===== src/rtl/capture_wave_pkg.sv =====
package capture_wave_pkg;

    localparam int NCH = 8;
    localparam int TW  = 16;

    // register byte offsets
    localparam logic [7:0] OFF_CTRL   = 8'h00;
    localparam logic [7:0] OFF_TIMER  = 8'h04;
    localparam logic [7:0] OFF_GATE   = 8'h08;
    localparam logic [7:0] OFF_FILT   = 8'h0C;
    localparam logic [7:0] OFF_EDGE   = 8'h10;
    localparam logic [7:0] OFF_MODE   = 8'h14;
    localparam logic [7:0] OFF_OUTCFG = 8'h18;
    localparam logic [7:0] OFF_RTP    = 8'h1C;
    localparam logic [7:0] OFF_DEB    = 8'h20;
    localparam logic [7:0] OFF_SER    = 8'h24;
    localparam logic [7:0] OFF_CMP    = 8'h40;
    localparam logic [7:0] OFF_CAP    = 8'h60;
    localparam logic [7:0] OFF_PSC    = 8'h80;

    // control field positions
    localparam int CTRL_RUN  = 0;
    localparam int CTRL_RST0 = 1;
    localparam int CTRL_SRC8 = 2;
    localparam int CTRL_FCLK = 3;
    localparam int CTRL_DEB  = 4;
    localparam int CTRL_W    = 5;

    // gate, output setup and serial register fields
    localparam int GATE_REL_LSB = 8;
    localparam int GATE_ST_LSB  = 16;
    localparam int OUT_INV_LSB  = 8;
    localparam int SER_BUSY_BIT = 8;

    // reset values
    localparam logic [CTRL_W-1:0] CTRL_RST   = 5'h00;
    localparam logic [15:0]       EDGE_RST   = 16'h5555;
    localparam logic [7:0]        DEB_W_RST  = 8'h00;

    // cycle counts and the bit-modulation period width in bits
    localparam logic [1:0] BT_RST_DELAY = 2'h2;
    localparam logic [2:0] F8_LAST      = 3'h7;
    localparam logic [3:0] SER_BITS     = 4'h8;
    localparam int         BITMOD_PER_W = 6;

    typedef enum logic [2:0] {
        M_OFF, M_SINGLE, M_TOGGLE, M_SR, M_BITMOD, M_RTP, M_PRTP, M_PHASE
    } mode_t;

endpackage : capture_wave_pkg


===== src/rtl/timer_capture_waveform_unit.sv =====
// Added by the designer: the APB register port and the register offsets.
`timescale 1ns/10ps
// Overview of operation
// - filter passes a level only after three equal samples on selected clock
// - with gating on, triggers after the first accepted one are ignored
// - gating ends on software release or same-channel compare match
// - after gating ends the next trigger captures the base timer
// - every accepted trigger stores the base timer into the capture register
// - 8-bit prescaler: capture on every setting-plus-one trigger, up to 256
// - debounce down-counter decrements once per eighth-rate clock edge
// - each level change on debounced pin reloads the filter width
// - level passes on first eighth-rate edge after counter is zero
// - timer equal compare gives match pulse, interrupt request and output update
// - single-phase: high on match, low when base timer reaches zero
// - toggle mode inverts the output on every match
// - set/reset: even register sets, next register or timer zero clears
// - software default level holds before the first match
// - optional inversion before the output pin
// - reset on compare 0: timer becomes zero two clocks after equality
// - bit-modulation PWM: 64-clock period, 6-bit low width, 10-bit extension count
// - timed port: match on channel j drives pin j with buffer bit j
// - parallel timed port: match on any parallel-mode channel moves its buffer bits to all parallel-mode pins
// - phase shift: compare 0 match raises the output at the phase pointer and steps it; timer zero clears outputs and pointer
// - channel 2 in toggle mode makes the serial clock
// - writing the transmit buffer shifts data out on the serial pin
// - base timer is a 16-bit free-running up counter on its count source
// - each accepted trigger raises a time-measurement request
// - trigger polarity per channel: rising, falling or both
module timer_capture_waveform_unit
    import capture_wave_pkg::*;
(
    input  wire logic            clk,
    input  wire logic            rst_n,
    input  wire logic            psel,
    input  wire logic            penable,
    input  wire logic            pwrite,
    input  wire logic [7:0]      paddr,
    input  wire logic [31:0]     pwdata,
    output logic                 pready,
    output logic [31:0]          prdata,
    output logic                 pslverr,
    input  wire logic [NCH-1:0]  channel_io_pin,
    output logic [NCH-1:0]       group2_waveform_pin,
    output logic [NCH-1:0]       capture_req,
    output logic [NCH-1:0]       match_req,
    output logic                 serial_transmit_pin
);

    typedef struct packed {
        logic [CTRL_W-1:0]       ctrl;
        logic [NCH-1:0]          gate_en;
        logic [NCH-1:0]          filt_en;
        logic [15:0]             edge_sel;
        logic [NCH-1:0][2:0]     mode;
        logic [NCH-1:0]          dflt;
        logic [NCH-1:0]          inv;
        logic [NCH-1:0]          timed_port_output;
        logic [7:0]              deb_w;
        logic [NCH-1:0][TW-1:0]  cmp;
        logic [NCH-1:0][TW-1:0]  cap;
        logic [NCH-1:0][7:0]     psc;
        logic [NCH-1:0][7:0]     pcnt;
        logic [TW-1:0]           bt;
        logic                    fresh;
        logic [1:0]              rpend;
        logic [2:0]              div;
        logic [NCH-1:0]          lvl_prev;
        logic [NCH-1:0]          gated;
        logic [NCH-1:0]          wave;
        logic [NCH-1:0]          pin_out;
        logic [NCH-1:0]          cap_req;
        logic [NCH-1:0]          match_req;
        logic                    deb_raw;
        logic [7:0]              deb_cnt;
        logic                    deb_out;
        logic [2:0]              phase_ptr;
        logic [7:0]              sh;
        logic [3:0]              sh_cnt;
        logic                    sclk_prev;
        logic                    txd;
        logic                    pready;
        logic [31:0]             prdata;
        logic                    pslverr;
    } unit_t;

    unit_t          s_q;
    unit_t          s_d;
    logic [1:0]     rst_sync_q;
    logic           rst_core_n;
    logic [NCH-1:0] cond_lvl;
    logic           f8_tick;
    logic           bt_tick;

    // reset is asserted at once and released through two flops
    always_ff @(posedge clk or negedge rst_n) begin
        if (!rst_n) begin
            rst_sync_q <= 2'h0;
        end else begin
            rst_sync_q <= {rst_sync_q[0], 1'b1};
        end
    end
    assign rst_core_n = rst_sync_q[1];

    assign f8_tick = (s_q.div == F8_LAST);
    assign bt_tick = s_q.ctrl[CTRL_RUN] && (!s_q.ctrl[CTRL_SRC8] || f8_tick);

    genvar g;
    generate
        for (g = 0; g < NCH; g++) begin : g_cond
            trigger_conditioner u_cond (
                .clk         (clk),
                .rst_n       (rst_core_n),
                .pin         (channel_io_pin[g]),
                .filt_en     (s_q.filt_en[g]),
                .sample_tick (s_q.ctrl[CTRL_FCLK] ? bt_tick : 1'b1),
                .level       (cond_lvl[g])
            );
        end
    endgenerate

    logic [NCH-1:0] lvl;
    logic [NCH-1:0] trig;
    logic [NCH-1:0] match;
    logic           zero;
    logic           prtp_hit;
    logic           acc;
    logic           wr;
    logic [6:0]     bm_low;
    logic [7:0]     a;
    logic [2:0]     ai;

    always_comb begin
        s_d       = s_q;
        lvl       = cond_lvl;
        trig      = '0;
        match     = '0;
        prtp_hit  = 1'b0;
        bm_low    = '0;
        a         = paddr;
        ai        = paddr[4:2];
        acc       = psel && penable;
        wr        = acc && s_q.pready && pwrite;

        s_d.div   = s_q.div + 3'h1;

        // debounce on the last channel pin, counted on the eighth-rate clock
        s_d.deb_raw = cond_lvl[NCH-1];
        if (s_q.deb_raw != cond_lvl[NCH-1]) begin
            s_d.deb_cnt = s_q.deb_w;
        end else if (f8_tick) begin
            if (s_q.deb_cnt == 8'h00) begin
                s_d.deb_out = s_q.deb_raw;
            end else begin
                s_d.deb_cnt = s_q.deb_cnt - 8'h01;
            end
        end
        if (s_q.ctrl[CTRL_DEB]) begin
            lvl[NCH-1] = s_q.deb_out;
        end

        // base timer; a match or zero only counts on the cycle the value is new
        s_d.fresh = bt_tick;
        zero      = s_q.fresh && (s_q.bt == '0);
        for (int j = 0; j < NCH; j++) begin
            match[j] = s_q.fresh && (s_q.bt == s_q.cmp[j]);
        end
        if (bt_tick) begin
            if (s_q.rpend == 2'h1) begin
                s_d.bt    = '0;
                s_d.rpend = 2'h0;
            end else begin
                s_d.bt = s_q.bt + 16'h0001;
                if (s_q.rpend != 2'h0) begin
                    s_d.rpend = s_q.rpend - 2'h1;
                end
            end
        end
        if (match[0] && s_q.ctrl[CTRL_RST0]) begin
            s_d.rpend = BT_RST_DELAY - (bt_tick ? 2'h1 : 2'h0);
        end

        // time measurement
        s_d.lvl_prev = lvl;
        s_d.cap_req  = '0;
        for (int j = 0; j < NCH; j++) begin
            trig[j] = (lvl[j] && !s_q.lvl_prev[j] && s_q.edge_sel[2*j]) ||
                      (!lvl[j] && s_q.lvl_prev[j] && s_q.edge_sel[2*j+1]);
            if (match[j] || (wr && a == OFF_GATE && pwdata[GATE_REL_LSB+j])) begin
                s_d.gated[j] = 1'b0;
            end
            if (trig[j] && !s_q.gated[j]) begin
                if (s_q.pcnt[j] == 8'h00) begin
                    s_d.cap[j]     = s_q.bt;
                    s_d.cap_req[j] = 1'b1;
                    s_d.pcnt[j]    = s_q.psc[j];
                    s_d.gated[j]   = s_q.gate_en[j];
                end else begin
                    s_d.pcnt[j] = s_q.pcnt[j] - 8'h01;
                end
            end
        end

        // waveform generation
        s_d.match_req = match;
        if (zero) begin
            s_d.phase_ptr = '0;
        end else if (match[0]) begin
            s_d.phase_ptr = s_q.phase_ptr + 3'h1;
        end
        for (int j = 0; j < NCH; j++) begin
            prtp_hit = prtp_hit || (match[j] && mode_t'(s_q.mode[j]) == M_PRTP);
        end
        for (int j = 0; j < NCH; j++) begin
            bm_low = {1'b0, s_q.cmp[j][TW-1:TW-BITMOD_PER_W]} +
                     {6'h00, (s_q.bt[TW-1:BITMOD_PER_W] < s_q.cmp[j][TW-BITMOD_PER_W-1:0])};
            unique case (mode_t'(s_q.mode[j]))
                M_OFF: begin
                    s_d.wave[j] = s_q.wave[j];
                end
                M_SINGLE: begin
                    if (match[j]) begin
                        s_d.wave[j] = 1'b1;
                    end else if (zero) begin
                        s_d.wave[j] = 1'b0;
                    end
                end
                M_TOGGLE: begin
                    if (match[j]) begin
                        s_d.wave[j] = !s_q.wave[j];
                    end
                end
                M_SR: begin
                    if (j % 2 == 0) begin
                        if (match[j]) begin
                            s_d.wave[j] = 1'b1;
                        end else if (match[(j+1)%NCH] || zero) begin
                            s_d.wave[j] = 1'b0;
                        end
                    end
                end
                M_BITMOD: begin
                    // low part first, then high for the rest of the 64 clocks
                    s_d.wave[j] = ({1'b0, s_q.bt[BITMOD_PER_W-1:0]} >= bm_low);
                end
                M_RTP: begin
                    if (match[j]) begin
                        s_d.wave[j] = s_q.timed_port_output[j];
                    end
                end
                M_PRTP: begin
                    if (prtp_hit) begin
                        s_d.wave[j] = s_q.timed_port_output[j];
                    end
                end
                M_PHASE: begin
                    if (zero) begin
                        s_d.wave[j] = 1'b0;
                    end else if (match[0] && s_q.phase_ptr == 3'(j)) begin
                        s_d.wave[j] = 1'b1;
                    end
                end
            endcase
        end

        // serial transmit: shifts on falling edge of channel 2, receiver samples on rising
        s_d.sclk_prev = s_q.wave[2];
        if (s_q.sh_cnt != 4'h0 && s_q.sclk_prev && !s_q.wave[2]) begin
            s_d.txd    = s_q.sh[0];
            s_d.sh     = {1'b1, s_q.sh[7:1]};
            s_d.sh_cnt = s_q.sh_cnt - 4'h1;
        end else if (s_q.sh_cnt == 4'h0 && s_q.sclk_prev && !s_q.wave[2]) begin
            s_d.txd = 1'b1;
        end
        if (wr && a == OFF_SER && s_q.sh_cnt == 4'h0) begin
            s_d.sh     = pwdata[7:0];
            s_d.sh_cnt = SER_BITS;
        end

        // register writes; a write of the output setup reloads the default level
        if (wr) begin
            unique case (1'b1)
                a == OFF_CTRL:   s_d.ctrl     = pwdata[CTRL_W-1:0];
                a == OFF_GATE:   s_d.gate_en  = pwdata[NCH-1:0];
                a == OFF_FILT:   s_d.filt_en  = pwdata[NCH-1:0];
                a == OFF_EDGE:   s_d.edge_sel = pwdata[15:0];
                a == OFF_MODE:   s_d.mode     = pwdata[3*NCH-1:0];
                a == OFF_OUTCFG: begin
                    s_d.dflt = pwdata[NCH-1:0];
                    s_d.inv  = pwdata[OUT_INV_LSB+:NCH];
                    s_d.wave = pwdata[NCH-1:0];
                end
                a == OFF_RTP:    s_d.timed_port_output      = pwdata[NCH-1:0];
                a == OFF_DEB:    s_d.deb_w    = pwdata[7:0];
                a[7:5] == OFF_CMP[7:5]: s_d.cmp[ai] = pwdata[TW-1:0];
                a[7:5] == OFF_PSC[7:5]: begin
                    s_d.psc[ai]  = pwdata[7:0];
                    s_d.pcnt[ai] = '0;
                end
                default: begin
                    s_d.ctrl = s_q.ctrl;
                end
            endcase
        end
        s_d.pin_out = s_d.wave ^ s_d.inv;

        // one wait state: answer is registered on the first access cycle
        s_d.pready  = acc && !s_q.pready;
        s_d.prdata  = '0;
        s_d.pslverr = 1'b0;
        if (acc && !s_q.pready) begin
            unique case (1'b1)
                a == OFF_CTRL:   s_d.prdata = {27'h0, s_q.ctrl};
                a == OFF_TIMER:  s_d.prdata = {16'h0, s_q.bt};
                a == OFF_GATE:   s_d.prdata = {8'h0, s_q.gated, 8'h0, s_q.gate_en};
                a == OFF_FILT:   s_d.prdata = {24'h0, s_q.filt_en};
                a == OFF_EDGE:   s_d.prdata = {16'h0, s_q.edge_sel};
                a == OFF_MODE:   s_d.prdata = {8'h0, s_q.mode};
                a == OFF_OUTCFG: s_d.prdata = {8'h0, s_q.pin_out, s_q.inv, s_q.dflt};
                a == OFF_RTP:    s_d.prdata = {24'h0, s_q.timed_port_output};
                a == OFF_DEB:    s_d.prdata = {16'h0, s_q.deb_cnt, s_q.deb_w};
                a == OFF_SER:    s_d.prdata = {23'h0, (s_q.sh_cnt != 4'h0), s_q.sh};
                a[7:5] == OFF_CMP[7:5]: s_d.prdata = {16'h0, s_q.cmp[ai]};
                a[7:5] == OFF_CAP[7:5]: s_d.prdata = {16'h0, s_q.cap[ai]};
                a[7:5] == OFF_PSC[7:5]: s_d.prdata = {24'h0, s_q.psc[ai]};
                default: s_d.pslverr = 1'b1;
            endcase
            if (a[1:0] != 2'h0) begin
                s_d.pslverr = 1'b1;
            end
        end
    end

    always_ff @(posedge clk or negedge rst_core_n) begin
        if (!rst_core_n) begin
            s_q          <= '0;
            s_q.ctrl     <= CTRL_RST;
            s_q.edge_sel <= EDGE_RST;
            s_q.deb_w    <= DEB_W_RST;
            s_q.sh       <= 8'hFF;
            s_q.txd      <= 1'b1;
        end else begin
            s_q <= s_d;
        end
    end

    assign pready              = s_q.pready;
    assign prdata              = s_q.prdata;
    assign pslverr             = s_q.pslverr;
    assign group2_waveform_pin = s_q.pin_out;
    assign capture_req         = s_q.cap_req;
    assign match_req           = s_q.match_req;
    assign serial_transmit_pin = s_q.txd;

endmodule : timer_capture_waveform_unit


===== src/rtl/trigger_conditioner.sv =====
`timescale 1ns/10ps
module trigger_conditioner
    import capture_wave_pkg::*;
(
    input  wire logic clk,
    input  wire logic rst_n,
    input  wire logic pin,
    input  wire logic filt_en,
    input  wire logic sample_tick,
    output logic      level
);

    typedef struct packed {
        logic [1:0] sync;
        logic [2:0] hist;
        logic       lvl;
    } cond_t;

    cond_t s_q;
    cond_t s_d;

    always_comb begin
        s_d      = s_q;
        s_d.sync = {s_q.sync[0], pin};
        if (sample_tick) begin
            s_d.hist = {s_q.hist[1:0], s_q.sync[1]};
        end
        // same three-sample wait for both directions keeps timestamp differences exact
        if (!filt_en) begin
            s_d.lvl = s_q.sync[1];
        end else if ((&s_d.hist) || !(|s_d.hist)) begin
            s_d.lvl = s_d.hist[0];
        end
    end

    always_ff @(posedge clk or negedge rst_n) begin
        if (!rst_n) begin
            s_q <= '0;
        end else begin
            s_q <= s_d;
        end
    end

    assign level = s_q.lvl;

endmodule : trigger_conditioner


===== config.mk =====
export PLATFORM = sky130hd
export DESIGN_NAME = timer_capture_waveform_unit
export DESIGN_NICKNAME = d
export VERILOG_FILES = /design/src/rtl/capture_wave_pkg.sv /design/src/rtl/timer_capture_waveform_unit.sv /design/src/rtl/trigger_conditioner.sv
export SDC_FILE = /design/constraint.sdc
export NUM_CORES = 2
export LEC_CHECK = 0
export ABC_AREA = 1
export BUFFER_PORTS_ARGS = -buffer_cell sky130_fd_sc_hd__buf_2
export CAP_MARGIN = 20
export CORE_MARGIN = 2
export CORE_UTILIZATION = 50
export CTS_BUF_LIST = sky130_fd_sc_hd__clkbuf_8 sky130_fd_sc_hd__clkbuf_16
export CTS_CLUSTER_DIAMETER = 100
export DETAILED_ROUTE_END_ITERATION = 16
export PLACE_DENSITY = 0.66
export SYNTH_ARGS = -nofsm -noshare
export SYNTH_HDL_FRONTEND = slang
export SYNTH_HIERARCHICAL = 1
export SYNTH_SLANG_ARGS = --single-unit

===== constraint.sdc =====
create_clock -name clk -period 58.5 [get_ports clk]
set_clock_uncertainty 0.05 [all_clocks]
set_input_delay 2.925 -clock clk [delete_from_list [all_inputs] [get_ports clk]]
set_output_delay 2.925 -clock clk [all_outputs]
set_load 0.05 [all_outputs]

---- After elaboration in Yosys (flattened, before gate mapping) ----
Index checks and enable logic that the tools add are counted.
cells by class
  add/subtract/negate cells ............... 23
  $lt $le $gt $ge ......................... 18
  equal/unequal tests ..................... 91
  multiplexer cells ....................... 195
  bitwise logic cells ..................... 4
  reductions and logical operators ........ 229
operator list
  operator                                           number
  case mux 24 bit (13 select lines)                  1
  2-to-1 mux 8 bit                                   25
  2-to-1 mux 152 bit                                 1
  bitwise mux 128 bit                                1
  == test 16 bit                                     8
  2-to-1 mux 1 bit                                   128
  2-to-1 mux 128 bit                                 1
  2-to-1 mux 64 bit                                  2
  == test 3 bit (second input constant)              38
  binary-select mux 16 bit (select 3 bit)            2
  logical AND 1 bit                                  87
  logical NOT 8 bit                                  10
  less-than comparator 10 bit                        8
  subtractor 8 x 1 -> 8 bit (second input constant)  9
  bitwise AND 64 bit                                 1
  bitwise mux 64 bit                                 1
  2-to-1 mux 16 bit                                  4
  NOT 64 bit                                         1
  adder 6 x 1 -> 7 bit                               8
  >= comparator 6 x 7 -> 1 bit                       8
  demux 16 bit (select 3 bit)                        1
  == test 3 x 2 -> 1 bit (second input constant)     16
  logical NOT 1 bit                                  42
  AND reduction 2 bit                                20
  37 further kinds                                   137
word-level totals
  register bits ........................... 658
  bits of input ports ..................... 53
  logic and storage cells ................. 654

---- Logic depth before layout (Yosys ltp) ----
  depth in word-level cells ............... 15
  gate-level depth with buffers ........... 31
  mapped depth without buffers ............ 31

---- Hierarchy ----
Netlist, hierarchy kept.
modules (own cells, without submodules)
  module                                      times used  cells an instance  area an instance (um^2)  seq. area each (um^2)
  timer_capture_waveform_unit                 1           4597               35376.4                  15085.7
  trigger_conditioner (g_cond[1].u_cond ...)  7           34                 296.5                    150.1
  trigger_conditioner (g_cond[0].u_cond)      1           34                 299.0                    150.1

---- Least setup slack after synthesis ----
No wires, ideal clock.
  path type ............................... input to register
  start ................................... in paddr[4]
  end ..................................... reg s_q (netlist bit prdata[15])
  setup time .............................. 0.120 ns
  arrival time ............................ 4.211 ns
  required time ........................... 58.330 ns
  setup slack ............................. 54.119 ns
  stages on the path ...................... 10
  buffers on the path ..................... 2
  cell sequence ........................... buf_2 -> nand3_1 -> inv_1 -> nand2_1 -> inv_1 -> clkbuf_1 -> a221oi_1 -> nand3_1 -> o21ai_0 -> inv_1
RTL lines
  what             RTL line                           RTL
  start, declared  timer_capture_waveform_unit.sv:37  input wire logic [7:0] paddr,
  end, declared    timer_capture_waveform_unit.sv:86  unit_t s_q;

==> results.json <==
{
  "ys_async_sr_fraction": 1.000,
  "clock_sinks": 650,
  "rows": 100,
  "drv_cap": 0,
  "hold_depth": 0,
  "syn_area_per_cell_um2": 7.753,
  "ys.flop_type": "dfrtp_1",
  "ys_seq_area_frac": 0.4314,
  "wl_mm": 140.0,
  "layout.nets": 5055,
  "grt_pass1_wl_mm": 207.1,
  "grt_overflow": 0,
  "clockBufferDepth": 3,
  "place_inst": 5723,
  "clk_pin_slew_ns": 0.06,
  "holdWs_ns": 0.2976,
  "ys_ff_latch": 650,
  "critPathBufInv": 5,
  "wl_per_cell_um": 23.89,
  "nFillCells": 7122,
  "syn_area_um2": 37750,
  "cp.depth": 11,
  "power_density_nw_per_um2": 25.60,
  "p_leak_nw": 19.49,
  "dpl.hpwl_mm": 95.91,
  "maxSlewViolCount": 0,
  "fin_tns_setup_ns": 0,
  "place_ws_ns": 51.82,
  "grt_pass1_vias": 32836,
  "yosys-top-cells-area": "dfrtp_1 42%, nand2_1 12%, o21ai_0 7.9%",
  "yosysUniqueCellTypes": 63,
  "gp_congestion": 1.038,
  "timing.final.ws_setup_ns": 52.07,
  "cp-end-kind": "register",
  "chipHeight_um": 278.8,
  "io_pins": 112,
  "tritoncts": "built",
  "die_w_um": 278.8,
  "fin_crit_ns": 6.426,
  "final-setup-viol-count": 0,
  "reg2reg_depth": 26,
  "max_freq_mhz": 155.6,
  "post_cts_resized": 0,
  "crit_family": "compound AO/OA/AOI/OAI gates",
  "hold_path_class": "reg -> reg",
  "route.detailed.drc": 0,
  "grt.total_usage": 0.3570,
  "vias": 35314,
  "crit_chain": "buf_2 -> inv_1 -> nand2_2 -> buf_4 -> nor2_1 -> nand2_1 -> inv_1 -> a221oi_1 -> nand3_1 -> o21ai_0 -> inv_1",
  "crit_slowest_cell": "a221oi_1",
  "worst_path_most_repeated_cell": "inv_1",
  "postPlaceCellArea_um2": 38590,
  "dieArea_um2": 77720,
  "yosysMostFrequentCell": "nand2_1",
  "irDropWorstVdd_uv": 26.03,
  "cp.required_ns": 58.94,
  "ctsHoldBuffers": 0,
  "clock_latency_ns": 0.64,
  "synth.top_cells.by_count": "1251 x nand2_1, 633 x dfrtp_1, 594 x o21ai_0",
  "fp.coreArea_um2": 74570,
  "period_share": 0.1099,
  "syn2layout_area_growth_pct": 8.856,
  "worst_pin_slew_ns": 1.316,
  "relSlewSlack": 0.1113,
  "synth_top_area_share": 0.4196,
  "critPathKind": "in -> reg",
  "synth_edf_count": 0,
  "dr.pass1.iters": 6,
  "start_util": 0.5062,
  "rsz0062_at_grt": "no",
  "antenna_found_initial": 7,
  "netlist_instances": 4869,
  "drt.antenna.violating_nets": 0,
  "vias_per_cell": 6.026,
  "yosysWarnings": 6,
  "finalHoldViolCount": 0,
  "root_buffer": "clkbuf_16",
  "finish.utilization": 0.5511,
  "postCtsSetupRepairBufs": 0,
  "slowest_delay_ns": 1.16,
  "grt_max_degree": 165,
  "start_kind": "input pin",
  "outcome": "completed",
  "drt-initial-drc-count": 4449,
  "cts-buffers-inserted": 72,
  "stdcell_area_um2": 41090,
  "cp_data_arrival_time_ns": 6.87,
  "h-tree-depth": 3,
  "stdcell_count": 5860,
  "drive_gt1_frac": 0.09210,
  "cp_max_fo": 27,
  "port_buffers": 95,
  "total_power_mw": 1.052,
  "yosys.area.top_type": "dfrtp_1"
}
final cells by class:
class	instances	area, um2	area share
antenna	5	12.51	0.0003045
multi-input combinational	3413	18090	0.4402
inverter	538	2031	0.04942
clock inverter	34	310.3	0.007551
timing repair buffer	160	1071	0.02606
sequential	650	16290	0.3965
tap	969	1212	0.02950
clock buffer	91	2074	0.05048
kinds of logic (layout without fill, tap and decap cells):
family          after synthesis  in the layout  synth area share
compound gates             1089           1089            0.1674
xor+xnor                     83             83           0.01946
fa+ha+maj                   167            167           0.05535
buf+inv                     813            823           0.09061
flops                       650            650            0.4314
other cells                   2             14         0.0001989
simple gates               2065           2065            0.2356
state kept, by name (all words and copies together) (netlist names), 8 cells and up:
register / cells
match_req: 8
s_q: 548
group2_waveform_pin: 8
g_cond.u_cond/s_d: 8
capture_req: 8
g_cond.u_cond/s_q: 32
g_cond.u_cond/level: 8
prdata: 24
final timing paths:
kind	start	to	slack, ns
max reg2reg	s_q[125]$_DFFE_PN0P_	group2_waveform_pin[3]$_DFF_PN0_	53.43
min reg2reg	g_cond[3].u_cond/s_d[5]$_DFF_PN0_	g_cond[3].u_cond/s_q[5]$_DFF_PN0_	0.30
max in group asynchronous	rst_sync_q[1]$_DFF_PN0_	s_q[247]$_DFFE_PN0P_	55.14
min in group asynchronous	rst_sync_q[1]$_DFF_PN0_	s_q[509]$_DFFE_PN0P_	0.32
max	paddr[2]	prdata[15]$_DFF_PN0_	52.07
min	g_cond[3].u_cond/s_d[5]$_DFF_PN0_	g_cond[3].u_cond/s_q[5]$_DFF_PN0_	0.30
where the power goes:
| group | switching, mW | leakage (nW) | internal, mW |
|---|---|---|---|
| sequential | 0.0130 | 8.49 | 0.466 |
| clock | 0.197 | 1.24 | 0.268 |
| combinational | 0.0786 | 9.76 | 0.0295 |
| total | 0.288 | 19.5 | 0.764 |
layout by cell type, fill, tap and decap left out, drive strengths merged, types with 5 or more instances in the layout:
master / n
o22ai: 88
o21ai: 598
nand2: 1311
o21a: 5
o311ai: 12
nor3: 57
conb: 9
nor3b: 5
a211oi: 14
nand3b: 8
buf: 156
a31oi: 28
xnor2: 37
o221ai: 29
a21oi: 156
and3: 5
a22oi: 49
xor2: 46
nor2: 349
clkinv: 26
nor4: 16
nand3: 214
or2: 6
a21boi: 8
dfrtp: 633
a221oi: 47
diode: 5
o211ai: 24
o2111ai: 15
inv: 542
ha: 167
clkbuf: 95
nand4: 87
dfstp: 17
per-layer routing:
layer  up-vias  track usage  routed length [um]
met2      2024       0.5220               58630
met3       487       0.1089               16190
li1      16090            -                   -
met1     16707       0.4625               54960
met5         -            0                  44
met4         6       0.2222               10200
No activity file was read; power rests on OpenSTA's default activity.
